===== src/hw/mov_map.vh =====
// Constants for the memory ordering and visibility block
// Function
// - Release stores and semaphores become visible in one total order for everyone.
// - Own later loads may see own release store before global visibility.
// - Unordered stores are outside the total order; observers may disagree.
// - Fence then unordered store orders locally like a release store.
// - Each processor's accesses keep their ordering constraints in any interleaving.
// - Release store or semaphore stays ahead of causally later stores.
// - Semaphores and release stores become visible everywhere at once.
// - Unordered store may become visible to observers at different times.
// - Acquire load becomes visible before any later access.
// - Both uncacheable attributes mean sequential memory.
// - Sequential accesses reach their peripheral domain in program order.
// - Sequential order holds for acquire, release, fence and unordered alike.
// - Sequential accesses need not be shown to other observers at all.
// - Sequential release access waits until all earlier accesses are visible.
// - Earlier unordered cacheable accesses may become visible in any order.
// - Semaphores never read from nor forward into the local store buffer.
`ifndef MOV_MAP_VH
`define MOV_MAP_VH

// Semantics class carried with each access
`define CLS_W               3
`define CLS_UNORDERED       3'h0
`define CLS_ACQUIRE_LOAD    3'h1
`define CLS_RELEASE_STORE   3'h2
`define CLS_MEMORY_FENCE    3'h3
`define CLS_SEM_ACQUIRE     3'h4
`define CLS_SEM_RELEASE     3'h5

// Page attribute carried with each access
`define ATTR_W                  2
`define ATTR_WRITE_BACK         2'h0
`define ATTR_UNCACHED_STRICT    2'h1
`define ATTR_UNCACHED_EXPORTED  2'h2
`define ATTR_WRITE_COALESCE     2'h3

// Default widths and store buffer depth
`define ADDR_W_DEF          32
`define DATA_W_DEF          64
`define SB_DEPTH_DEF        4
`define TAG_W_DEF           3

`endif


===== src/hw/store_buffer.v =====
// Posted store buffer with address lookup for local load forwarding
`timescale 1ns/1ns
`include "mov_map.vh"
module store_buffer #(
    parameter DEPTH  = `SB_DEPTH_DEF,
    parameter ADDR_W = `ADDR_W_DEF,
    parameter DATA_W = `DATA_W_DEF,
    parameter TAG_W  = `TAG_W_DEF
) (
    input  wire              clk,
    input  wire              rst_n,
    input  wire              alloc,
    input  wire [ADDR_W-1:0] alloc_addr,
    input  wire [DATA_W-1:0] alloc_data,
    input  wire              free,
    input  wire [TAG_W-1:0]  free_tag,
    input  wire [ADDR_W-1:0] look_addr,
    output reg               hit,
    output reg  [DATA_W-1:0] hit_data,
    output wire              full,
    output wire              empty,
    output reg  [TAG_W-1:0]  free_idx
);
    reg [ADDR_W-1:0] ent_addr [0:DEPTH-1];
    reg [DATA_W-1:0] ent_data [0:DEPTH-1];
    reg [DEPTH-1:0]  ent_valid;
    integer          k;
    integer          j;

    assign full  = &ent_valid;
    assign empty = ~|ent_valid;

    // Lowest free slot; its index is the tag the fabric returns on done
    always @* begin
        free_idx = {TAG_W{1'b0}};
        for (k = DEPTH - 1; k >= 0; k = k - 1) begin
            if (!ent_valid[k]) begin
                free_idx = k[TAG_W-1:0];
            end
        end
    end

    // Stores to a live address are held upstream, so one match at most
    always @* begin
        hit      = 1'b0;
        hit_data = {DATA_W{1'b0}};
        for (j = 0; j < DEPTH; j = j + 1) begin
            if (ent_valid[j] && ent_addr[j] == look_addr) begin
                hit      = 1'b1;
                hit_data = ent_data[j];
            end
        end
    end

    // Each slot fills on allocation and empties when the fabric reports
    // the store visible; slots retire in any order
    genvar g;
    generate
        for (g = 0; g < DEPTH; g = g + 1) begin : slot
            always @(posedge clk) begin
                if (!rst_n) begin
                    ent_valid[g] <= 1'b0;
                    ent_addr[g]  <= {ADDR_W{1'b0}};
                    ent_data[g]  <= {DATA_W{1'b0}};
                end else if (alloc && free_idx == g) begin
                    ent_valid[g] <= 1'b1;
                    ent_addr[g]  <= alloc_addr;
                    ent_data[g]  <= alloc_data;
                end else if (free && free_tag == g) begin
                    ent_valid[g] <= 1'b0;
                end
            end
        end
    endgenerate
endmodule


===== src/hw/memory_ordering_visibility.v =====
// Ordering and visibility control for the load-store path
`timescale 1ns/1ns
`include "mov_map.vh"
module memory_ordering_visibility #(
    parameter ADDR_W   = `ADDR_W_DEF,
    parameter DATA_W   = `DATA_W_DEF,
    parameter SB_DEPTH = `SB_DEPTH_DEF,
    parameter TAG_W    = `TAG_W_DEF
) (
    input  wire              CORE_CLK,
    input  wire              RST_N,
    // Access stream from the core, in program order
    input  wire              REQ_VALID,
    output reg               REQ_READY,
    input  wire [`CLS_W-1:0] REQ_CLASS,
    input  wire [`ATTR_W-1:0] REQ_ATTR,
    input  wire              REQ_STORE,
    input  wire [ADDR_W-1:0] REQ_ADDR,
    input  wire [DATA_W-1:0] REQ_WDATA,
    output reg               RSP_VALID,
    output reg  [DATA_W-1:0] RSP_DATA,
    output reg               RSP_LOCAL,
    // Coherence domain port
    output reg               COH_VALID,
    input  wire              COH_READY,
    output reg               COH_STORE,
    output reg               COH_GLOBAL,
    output reg               COH_SEM,
    output reg  [TAG_W-1:0]  COH_TAG,
    output reg  [ADDR_W-1:0] COH_ADDR,
    output reg  [DATA_W-1:0] COH_WDATA,
    input  wire              COH_DONE,
    input  wire [TAG_W-1:0]  COH_DONE_TAG,
    input  wire [DATA_W-1:0] COH_RDATA,
    // Peripheral domain port for sequential memory
    output reg               PER_VALID,
    input  wire              PER_READY,
    output reg               PER_STORE,
    output reg  [`CLS_W-1:0] PER_CLASS,
    output reg  [ADDR_W-1:0] PER_ADDR,
    output reg  [DATA_W-1:0] PER_WDATA,
    input  wire              PER_DONE,
    input  wire [DATA_W-1:0] PER_RDATA
);
    // One-hot states
    localparam [5:0] S_IDLE  = 6'h01;
    localparam [5:0] S_CHECK = 6'h02;
    localparam [5:0] S_COH   = 6'h04;
    localparam [5:0] S_WAIT  = 6'h08;
    localparam [5:0] S_PER   = 6'h10;
    localparam [5:0] S_PWAIT = 6'h20;

    // Tag reserved for blocking coherence accesses, past the buffer slots
    localparam [TAG_W-1:0] BLOCK_TAG = SB_DEPTH[TAG_W-1:0];

    // Both uncacheable attributes select sequential memory
    function is_seq;
        input [`ATTR_W-1:0] a;
        begin
            is_seq = (a == `ATTR_UNCACHED_STRICT) ||
                     (a == `ATTR_UNCACHED_EXPORTED);
        end
    endfunction

    function is_sem;
        input [`CLS_W-1:0] c;
        begin
            is_sem = (c == `CLS_SEM_ACQUIRE) || (c == `CLS_SEM_RELEASE);
        end
    endfunction

    reg [5:0]         state;
    reg [`CLS_W-1:0]  cur_cls;
    reg [`ATTR_W-1:0] cur_attr;
    reg               cur_store;
    reg [ADDR_W-1:0]  cur_addr;
    reg [DATA_W-1:0]  cur_wdata;

    wire              sb_hit;
    wire [DATA_W-1:0] sb_hit_data;
    wire              sb_full;
    wire              sb_empty;
    wire [TAG_W-1:0]  sb_free_idx;

    // Decoded view of the held access, tagged by class and attribute
    wire cur_seq  = is_seq(cur_attr);
    wire cur_sem  = is_sem(cur_cls);
    wire cur_fnc  = (cur_cls == `CLS_MEMORY_FENCE);
    wire cur_rel  = (cur_cls == `CLS_RELEASE_STORE) ||
                    (cur_cls == `CLS_SEM_RELEASE);

    // Release, fence and every semaphore wait for all earlier stores to
    // be visible; this keeps a single total order and causal order
    wire need_drain = cur_rel || cur_fnc || cur_sem;

    // Cacheable unordered and release stores are posted; a second store to a live address
    // waits so that same-address updates retire in program order
    wire posted     = cur_store && !cur_sem && !cur_seq && !cur_fnc;
    wire store_hold = posted && (sb_hit || sb_full);

    wire hold       = (need_drain && !sb_empty) || store_hold;

    // Plain and acquire loads may read the own pending store early;
    // semaphores never look into the buffer
    wire fwd_ok = !cur_store && !cur_sem && !cur_seq && !cur_fnc &&
                  sb_hit;

    // Allocation happens at the fabric handshake of a posted store
    wire sb_alloc = (state == S_COH) && COH_READY && posted;
    wire sb_free  = COH_DONE && (COH_DONE_TAG != BLOCK_TAG);

    store_buffer #(
        .DEPTH  (SB_DEPTH),
        .ADDR_W (ADDR_W),
        .DATA_W (DATA_W),
        .TAG_W  (TAG_W)
    ) u_sb (
        .clk        (CORE_CLK),
        .rst_n      (RST_N),
        .alloc      (sb_alloc),
        .alloc_addr (cur_addr),
        .alloc_data (cur_wdata),
        .free       (sb_free),
        .free_tag   (COH_DONE_TAG),
        .look_addr  (cur_addr),
        .hit        (sb_hit),
        .hit_data   (sb_hit_data),
        .full       (sb_full),
        .empty      (sb_empty),
        .free_idx   (sb_free_idx)
    );

    // Held access, captured when the core hands one over
    always @(posedge CORE_CLK) begin
        if (!RST_N) begin
            cur_cls   <= `CLS_UNORDERED;
            cur_attr  <= `ATTR_WRITE_BACK;
            cur_store <= 1'b0;
            cur_addr  <= {ADDR_W{1'b0}};
            cur_wdata <= {DATA_W{1'b0}};
        end else if (REQ_VALID && REQ_READY) begin
            cur_cls   <= REQ_CLASS;
            cur_attr  <= REQ_ATTR;
            cur_store <= REQ_STORE;
            cur_addr  <= REQ_ADDR;
            cur_wdata <= REQ_WDATA;
        end
    end

    // Main sequencer. Only one access is held at a time, so program order
    // is kept on each port by construction; loads and semaphores block
    // until their data returns, which costs latency but keeps acquire
    // and sequential ordering trivially correct.
    always @(posedge CORE_CLK) begin
        if (!RST_N) begin
            state      <= S_IDLE;
            REQ_READY  <= 1'b0;
            RSP_VALID  <= 1'b0;
            RSP_DATA   <= {DATA_W{1'b0}};
            RSP_LOCAL  <= 1'b0;
            COH_VALID  <= 1'b0;
            COH_STORE  <= 1'b0;
            COH_GLOBAL <= 1'b0;
            COH_SEM    <= 1'b0;
            COH_TAG    <= {TAG_W{1'b0}};
            COH_ADDR   <= {ADDR_W{1'b0}};
            COH_WDATA  <= {DATA_W{1'b0}};
            PER_VALID  <= 1'b0;
            PER_STORE  <= 1'b0;
            PER_CLASS  <= `CLS_UNORDERED;
            PER_ADDR   <= {ADDR_W{1'b0}};
            PER_WDATA  <= {DATA_W{1'b0}};
        end else begin
            RSP_VALID <= 1'b0;
            case (state)
                S_IDLE: begin
                    REQ_READY <= 1'b1;
                    if (REQ_VALID && REQ_READY) begin
                        REQ_READY <= 1'b0;
                        state     <= S_CHECK;
                    end
                end
                S_CHECK: begin
                    if (!hold) begin
                        if (cur_fnc) begin
                            // Drain done: later accesses now follow
                            RSP_VALID <= 1'b1;
                            RSP_LOCAL <= 1'b0;
                            RSP_DATA  <= {DATA_W{1'b0}};
                            REQ_READY <= 1'b1;
                            state     <= S_IDLE;
                        end else if (cur_seq) begin
                            // Peripheral port only, for every class but the fence
                            PER_VALID <= 1'b1;
                            PER_STORE <= cur_store;
                            PER_CLASS <= cur_cls;
                            PER_ADDR  <= cur_addr;
                            PER_WDATA <= cur_wdata;
                            state     <= S_PER;
                        end else if (fwd_ok) begin
                            RSP_VALID <= 1'b1;
                            RSP_LOCAL <= 1'b1;
                            RSP_DATA  <= sb_hit_data;
                            REQ_READY <= 1'b1;
                            state     <= S_IDLE;
                        end else begin
                            COH_VALID  <= 1'b1;
                            COH_STORE  <= cur_store;
                            // Fabric must make these visible at once
                            COH_GLOBAL <= cur_rel || cur_sem;
                            COH_SEM    <= cur_sem;
                            COH_TAG    <= posted ? sb_free_idx
                                                 : BLOCK_TAG;
                            COH_ADDR   <= cur_addr;
                            COH_WDATA  <= cur_wdata;
                            state      <= S_COH;
                        end
                    end
                end
                S_COH: begin
                    if (COH_READY) begin
                        COH_VALID <= 1'b0;
                        if (posted) begin
                            // Unordered and release stores retire freely
                            RSP_VALID <= 1'b1;
                            RSP_LOCAL <= 1'b0;
                            RSP_DATA  <= {DATA_W{1'b0}};
                            REQ_READY <= 1'b1;
                            state     <= S_IDLE;
                        end else begin
                            state <= S_WAIT;
                        end
                    end
                end
                S_WAIT: begin
                    // Nothing later is taken before this completes
                    if (COH_DONE && COH_DONE_TAG == BLOCK_TAG) begin
                        RSP_VALID <= 1'b1;
                        RSP_LOCAL <= 1'b0;
                        RSP_DATA  <= COH_RDATA;
                        REQ_READY <= 1'b1;
                        state     <= S_IDLE;
                    end
                end
                S_PER: begin
                    if (PER_READY) begin
                        PER_VALID <= 1'b0;
                        state     <= S_PWAIT;
                    end
                end
                S_PWAIT: begin
                    // Next sequential access waits for this one
                    if (PER_DONE) begin
                        RSP_VALID <= 1'b1;
                        RSP_LOCAL <= 1'b0;
                        RSP_DATA  <= PER_RDATA;
                        REQ_READY <= 1'b1;
                        state     <= S_IDLE;
                    end
                end
                default: begin
                    state     <= S_IDLE;
                    REQ_READY <= 1'b0;
                    COH_VALID <= 1'b0;
                    PER_VALID <= 1'b0;
                end
            endcase
        end
    end
endmodule


===== config.mk =====
export PLATFORM = sky130hd
export DESIGN_NAME = memory_ordering_visibility
export DESIGN_NICKNAME = d
export VERILOG_FILES = /design/src/hw/store_buffer.v /design/src/hw/memory_ordering_visibility.v
export VERILOG_INCLUDE_DIRS = /design/src /design/src/hw
export SDC_FILE = /design/constraint.sdc
export NUM_CORES = 2
export LEC_CHECK = 0
export BUFFER_PORTS_ARGS = -buffer_cell sky130_fd_sc_hd__clkbuf_2
export CELL_PAD_IN_SITES_DETAIL_PLACEMENT = 0
export CELL_PAD_IN_SITES_GLOBAL_PLACEMENT = 2
export CORE_AREA = 2 2 323 325
export CTS_BUF_LIST = sky130_fd_sc_hd__clkbuf_8
export DETAILED_ROUTE_END_ITERATION = 16
export DIE_AREA = 0 0 325 327
export PLACE_DENSITY = 0.82
export SLEW_MARGIN = 30
export SYNTH_ARGS = -nofsm -noshare
export SYNTH_HDL_FRONTEND = slang
export SYNTH_SLANG_ARGS = --single-unit

===== constraint.sdc =====
create_clock -name CORE_CLK -period 9.35 [get_ports CORE_CLK]
set_input_delay 1.4025 -clock CORE_CLK [delete_from_list [all_inputs] [get_ports CORE_CLK]]
set_output_delay 1.4025 -clock CORE_CLK [all_outputs]
set_load 0.005 [all_outputs]

==> run metrics <==
status=finished, final reports clean; Yosys warning total=0; die height=327 µm; Vias/cell=5.33; Cell variety after synth=57; Setup CP Type=reg2reg; metal2 WL=58.7 mm; number of placement rows=118; FILL cells=10,200; Layout area overhead=18.8%; Critical Path Source Type=flip-flop; vias in the first global route=27,500; family with the most delay on the worst path=simple AND/OR/NAND/NOR gates; min-delay src=cur_addr[11]; DR top layer=met5; Worst R2R Path Depth=9; Clk pin slew, worst setup/hold paths=60 ps; wire length per cell=24.1 µm; Metal-1 WL=55.6 mm; crit end category=flip-flop; met3 routed WL=8.91 mm; Final Cycle Share=0.481; Yosys reg bits=767; setup bufs post-CTS=0; Total Power=8.22 mW; cts repair resizes=0; Slew Viols, Final=0; DP HPWL=78.8 mm; Post-synth EDFFs=384; root buf cell=clkbuf_8; CP Cell Sequence=xor2_1, nor4_1, nand3_1, or4_4, nand4_1, o21a_4, buf_4, nor3_1, a311oi_1; most frequent cells in the layout=clkbuf_2 (509), and2_1 (385), edfxtp_1 (384); worst hold stages=2; Post-synth top flop=edfxtp_1; grt ovf=0; CTS Hold Bufs=0; most common cell after layout, fill and taps aside=clkbuf_2; Final ANT Viol Nets=0; flop-to-flop setup slack=4860 ps; Critical R2R Launch=cur_addr[10]; post-synthesis sequential area ratio=0.553; crit-path max FO=62; Crit path required time=10,050 ps; detailed-route via count=28,100; pre-CTS WS=4410 ps; Clock Sinks=767; nets@finish=4,016; skew final=44.3 ps; IO Pins=511; reg2reg end=COH_TAG[2]; setup TNS=0 ps; H-tree depth=4; Worst Hold End=cur_addr[11]; Post-Synthesis Net Count=3,638; WL final=127 mm; Hold Path Class=reg2reg; Slew HR=0.311; Pre-antenna DRT Iters=6; DRT iter0 DRCs=2,756; Max rail drop VDD=0.0979 mV; slowest stage delay, CP=840 ps; setup ws final=4860 ps; WP data arrival=5200 ps; PwrDens=199 nW/µm²; clock latency on the worst-skew pair=810 ps; PortBufs=510; Avg Cell Area, Syn=10.2 µm²; Max Cap Viol=0; Worst Path Buf+Inv=1; CP max-delay cell=or4_4; Tmin final=4490 ps; CTS Buf Count=142; first-pass GRT wire length=186 mm; largest net degree at the start of global routing=120; initial antenna violation count=9; Max Clk Rate=222 MHz; Longest Clk Path Bufs=3; Lkg Pwr=16.9 nW; layout cells sized above 1=0.207; Async SR Flop Fraction=0; gr usage total=0.233; Core Region=103,000 µm²; Synth Cell Area=34,700 µm²; final hold vios=0; Final Setup Violations=0; RSZ-0062 raised after global routing=false; CTS tree=yes; Starting Density=0.337; die width=325 µm; Remaining DRCs=0; Slew @ Worst Pin=1030 ps; die area=106,000 µm²; GPL Wtd Cong=0.861; Mapped Cells=3,398
## synthesized netlist by cell type, types with 3 or more instances
cell | count | area share
nand2_1 | 228 | 0.025
nor4b_1 | 3 | 0.00076
o21ai_0 | 154 | 0.022
and2_1 | 387 | 0.070
xnor2_1 | 35 | 0.0088
o21ai_1 | 20 | 0.0029
or4_1 | 6 | 0.0013
nand4b_1 | 13 | 0.0033
and3_1 | 3 | 0.00054
nor2_1 | 24 | 0.0026
o31ai_1 | 166 | 0.036
or3_1 | 4 | 0.00072
buf_2 | 51 | 0.0074
mux2i_1 | 130 | 0.038
nor4_1 | 42 | 0.0076
buf_6 | 5 | 0.0016
clkbuf_1 | 251 | 0.027
nor2b_1 | 3 | 0.00054
nand3_1 | 107 | 0.015
and4b_1 | 4 | 0.0012
a21oi_1 | 375 | 0.054
nand4_1 | 179 | 0.032
buf_1 | 32 | 0.0035
a31oi_1 | 3 | 0.00054
xor2_1 | 95 | 0.024
o211a_1 | 64 | 0.018
nand2b_1 | 5 | 0.00090
nor3_1 | 12 | 0.0017
nand3b_1 | 5 | 0.0011
o21a_1 | 4 | 0.00087
a22o_1 | 63 | 0.016
dfxtp_1 | 383 | 0.22
inv_1 | 131 | 0.014
edfxtp_1 | 384 | 0.33
## through the flow
step | area [µm²] | util | instances | hold WS [ps]
6_report | 41200 | 0.400 | 5275 | 461
5_1_grt | 41200 | 0.400 | 5275 | 480
4_1_cts | 41200 | 0.400 | 5270 | 462
3_5_place_dp | 38400 | 0.373 | 5010 | 455
3_3_place_gp | 38200 | 0.372 | 5003 | 446
2_1_floorplan | 34700 | - | 3398 | 454
## power by group
part	internal (mW)	leakage (nW)	switching, mW
combinational	0.367	8.30	0.733
sequential	3.73	6.98	0.222
clock	1.67	1.63	1.49
## tightest hold or removal path: cells and delay by family (launching register included)
kind,cells,cell delay (ps)
AO/OA/AOI/OAI,1,50
flip-flops,1,310
AND/OR/NAND/NOR,1,50
## flip-flops by register name, summed over array words and instances, names as in the netlist, 2 cells and up
signal and count:
state 6, COH_TAG 3, cur_addr 32, cur_wdata 64, PER_ADDR 32, cur_cls 3
COH_ADDR 32, COH_WDATA 64, cur_attr 2, RSP_DATA 64, u_sb.ent_addr 128, u_sb.ent_data 256
u_sb.ent_valid 4, PER_CLASS 3, PER_WDATA 64
## layout make-up
class,count,area (µm²),share of cell area
tap,1380,1730,0.0419
clock inverter,98,520,0.0126
antenna,3,7.51,0.000182
multi-input combinational,2158,13800,0.336
clock buffer,162,2230,0.0541
sequential,767,19200,0.466
inverter,132,503,0.0122
timing repair buffer,575,3190,0.0774
## logic make-up after synthesis
kind of cell / Yosys count / share of synthesized area
DFF: 767 / 0.553
xor gates and xnor gates: 131 / 0.0333
buffers and inverters: 473 / 0.0542
and+or+nand+nor: 1031 / 0.166
muxes: 130 / 0.0375
AOI/OAI and AO/OA: 866 / 0.156
## layer usage
layer,vias to the layer above,GRT usage
met4,8,0.0832
met2,1128,0.371
met1,13700,0.314
met3,226,0.0489
met5,-,0
li1,13000,-
## worst max path at each step
stage                      endpoint  cells past startpoint          from  slack [ps]
3_5_place_dp    u_sb.ent_data[3][9]                      6         RST_N        4410
5_1_grt                  COH_TAG[2]                      9  cur_addr[10]        4560
2_1_floorplan   u_sb.ent_addr[1][0]                      2     COH_READY         140
4_1_cts                RSP_DATA[32]                      9  cur_addr[12]        4720
6_report                 COH_TAG[2]                      9  cur_addr[10]        4860
3_3_place_gp   u_sb.ent_addr[2][24]                      6         RST_N        4240
Note: power is estimated with default switching activity, not from simulation.
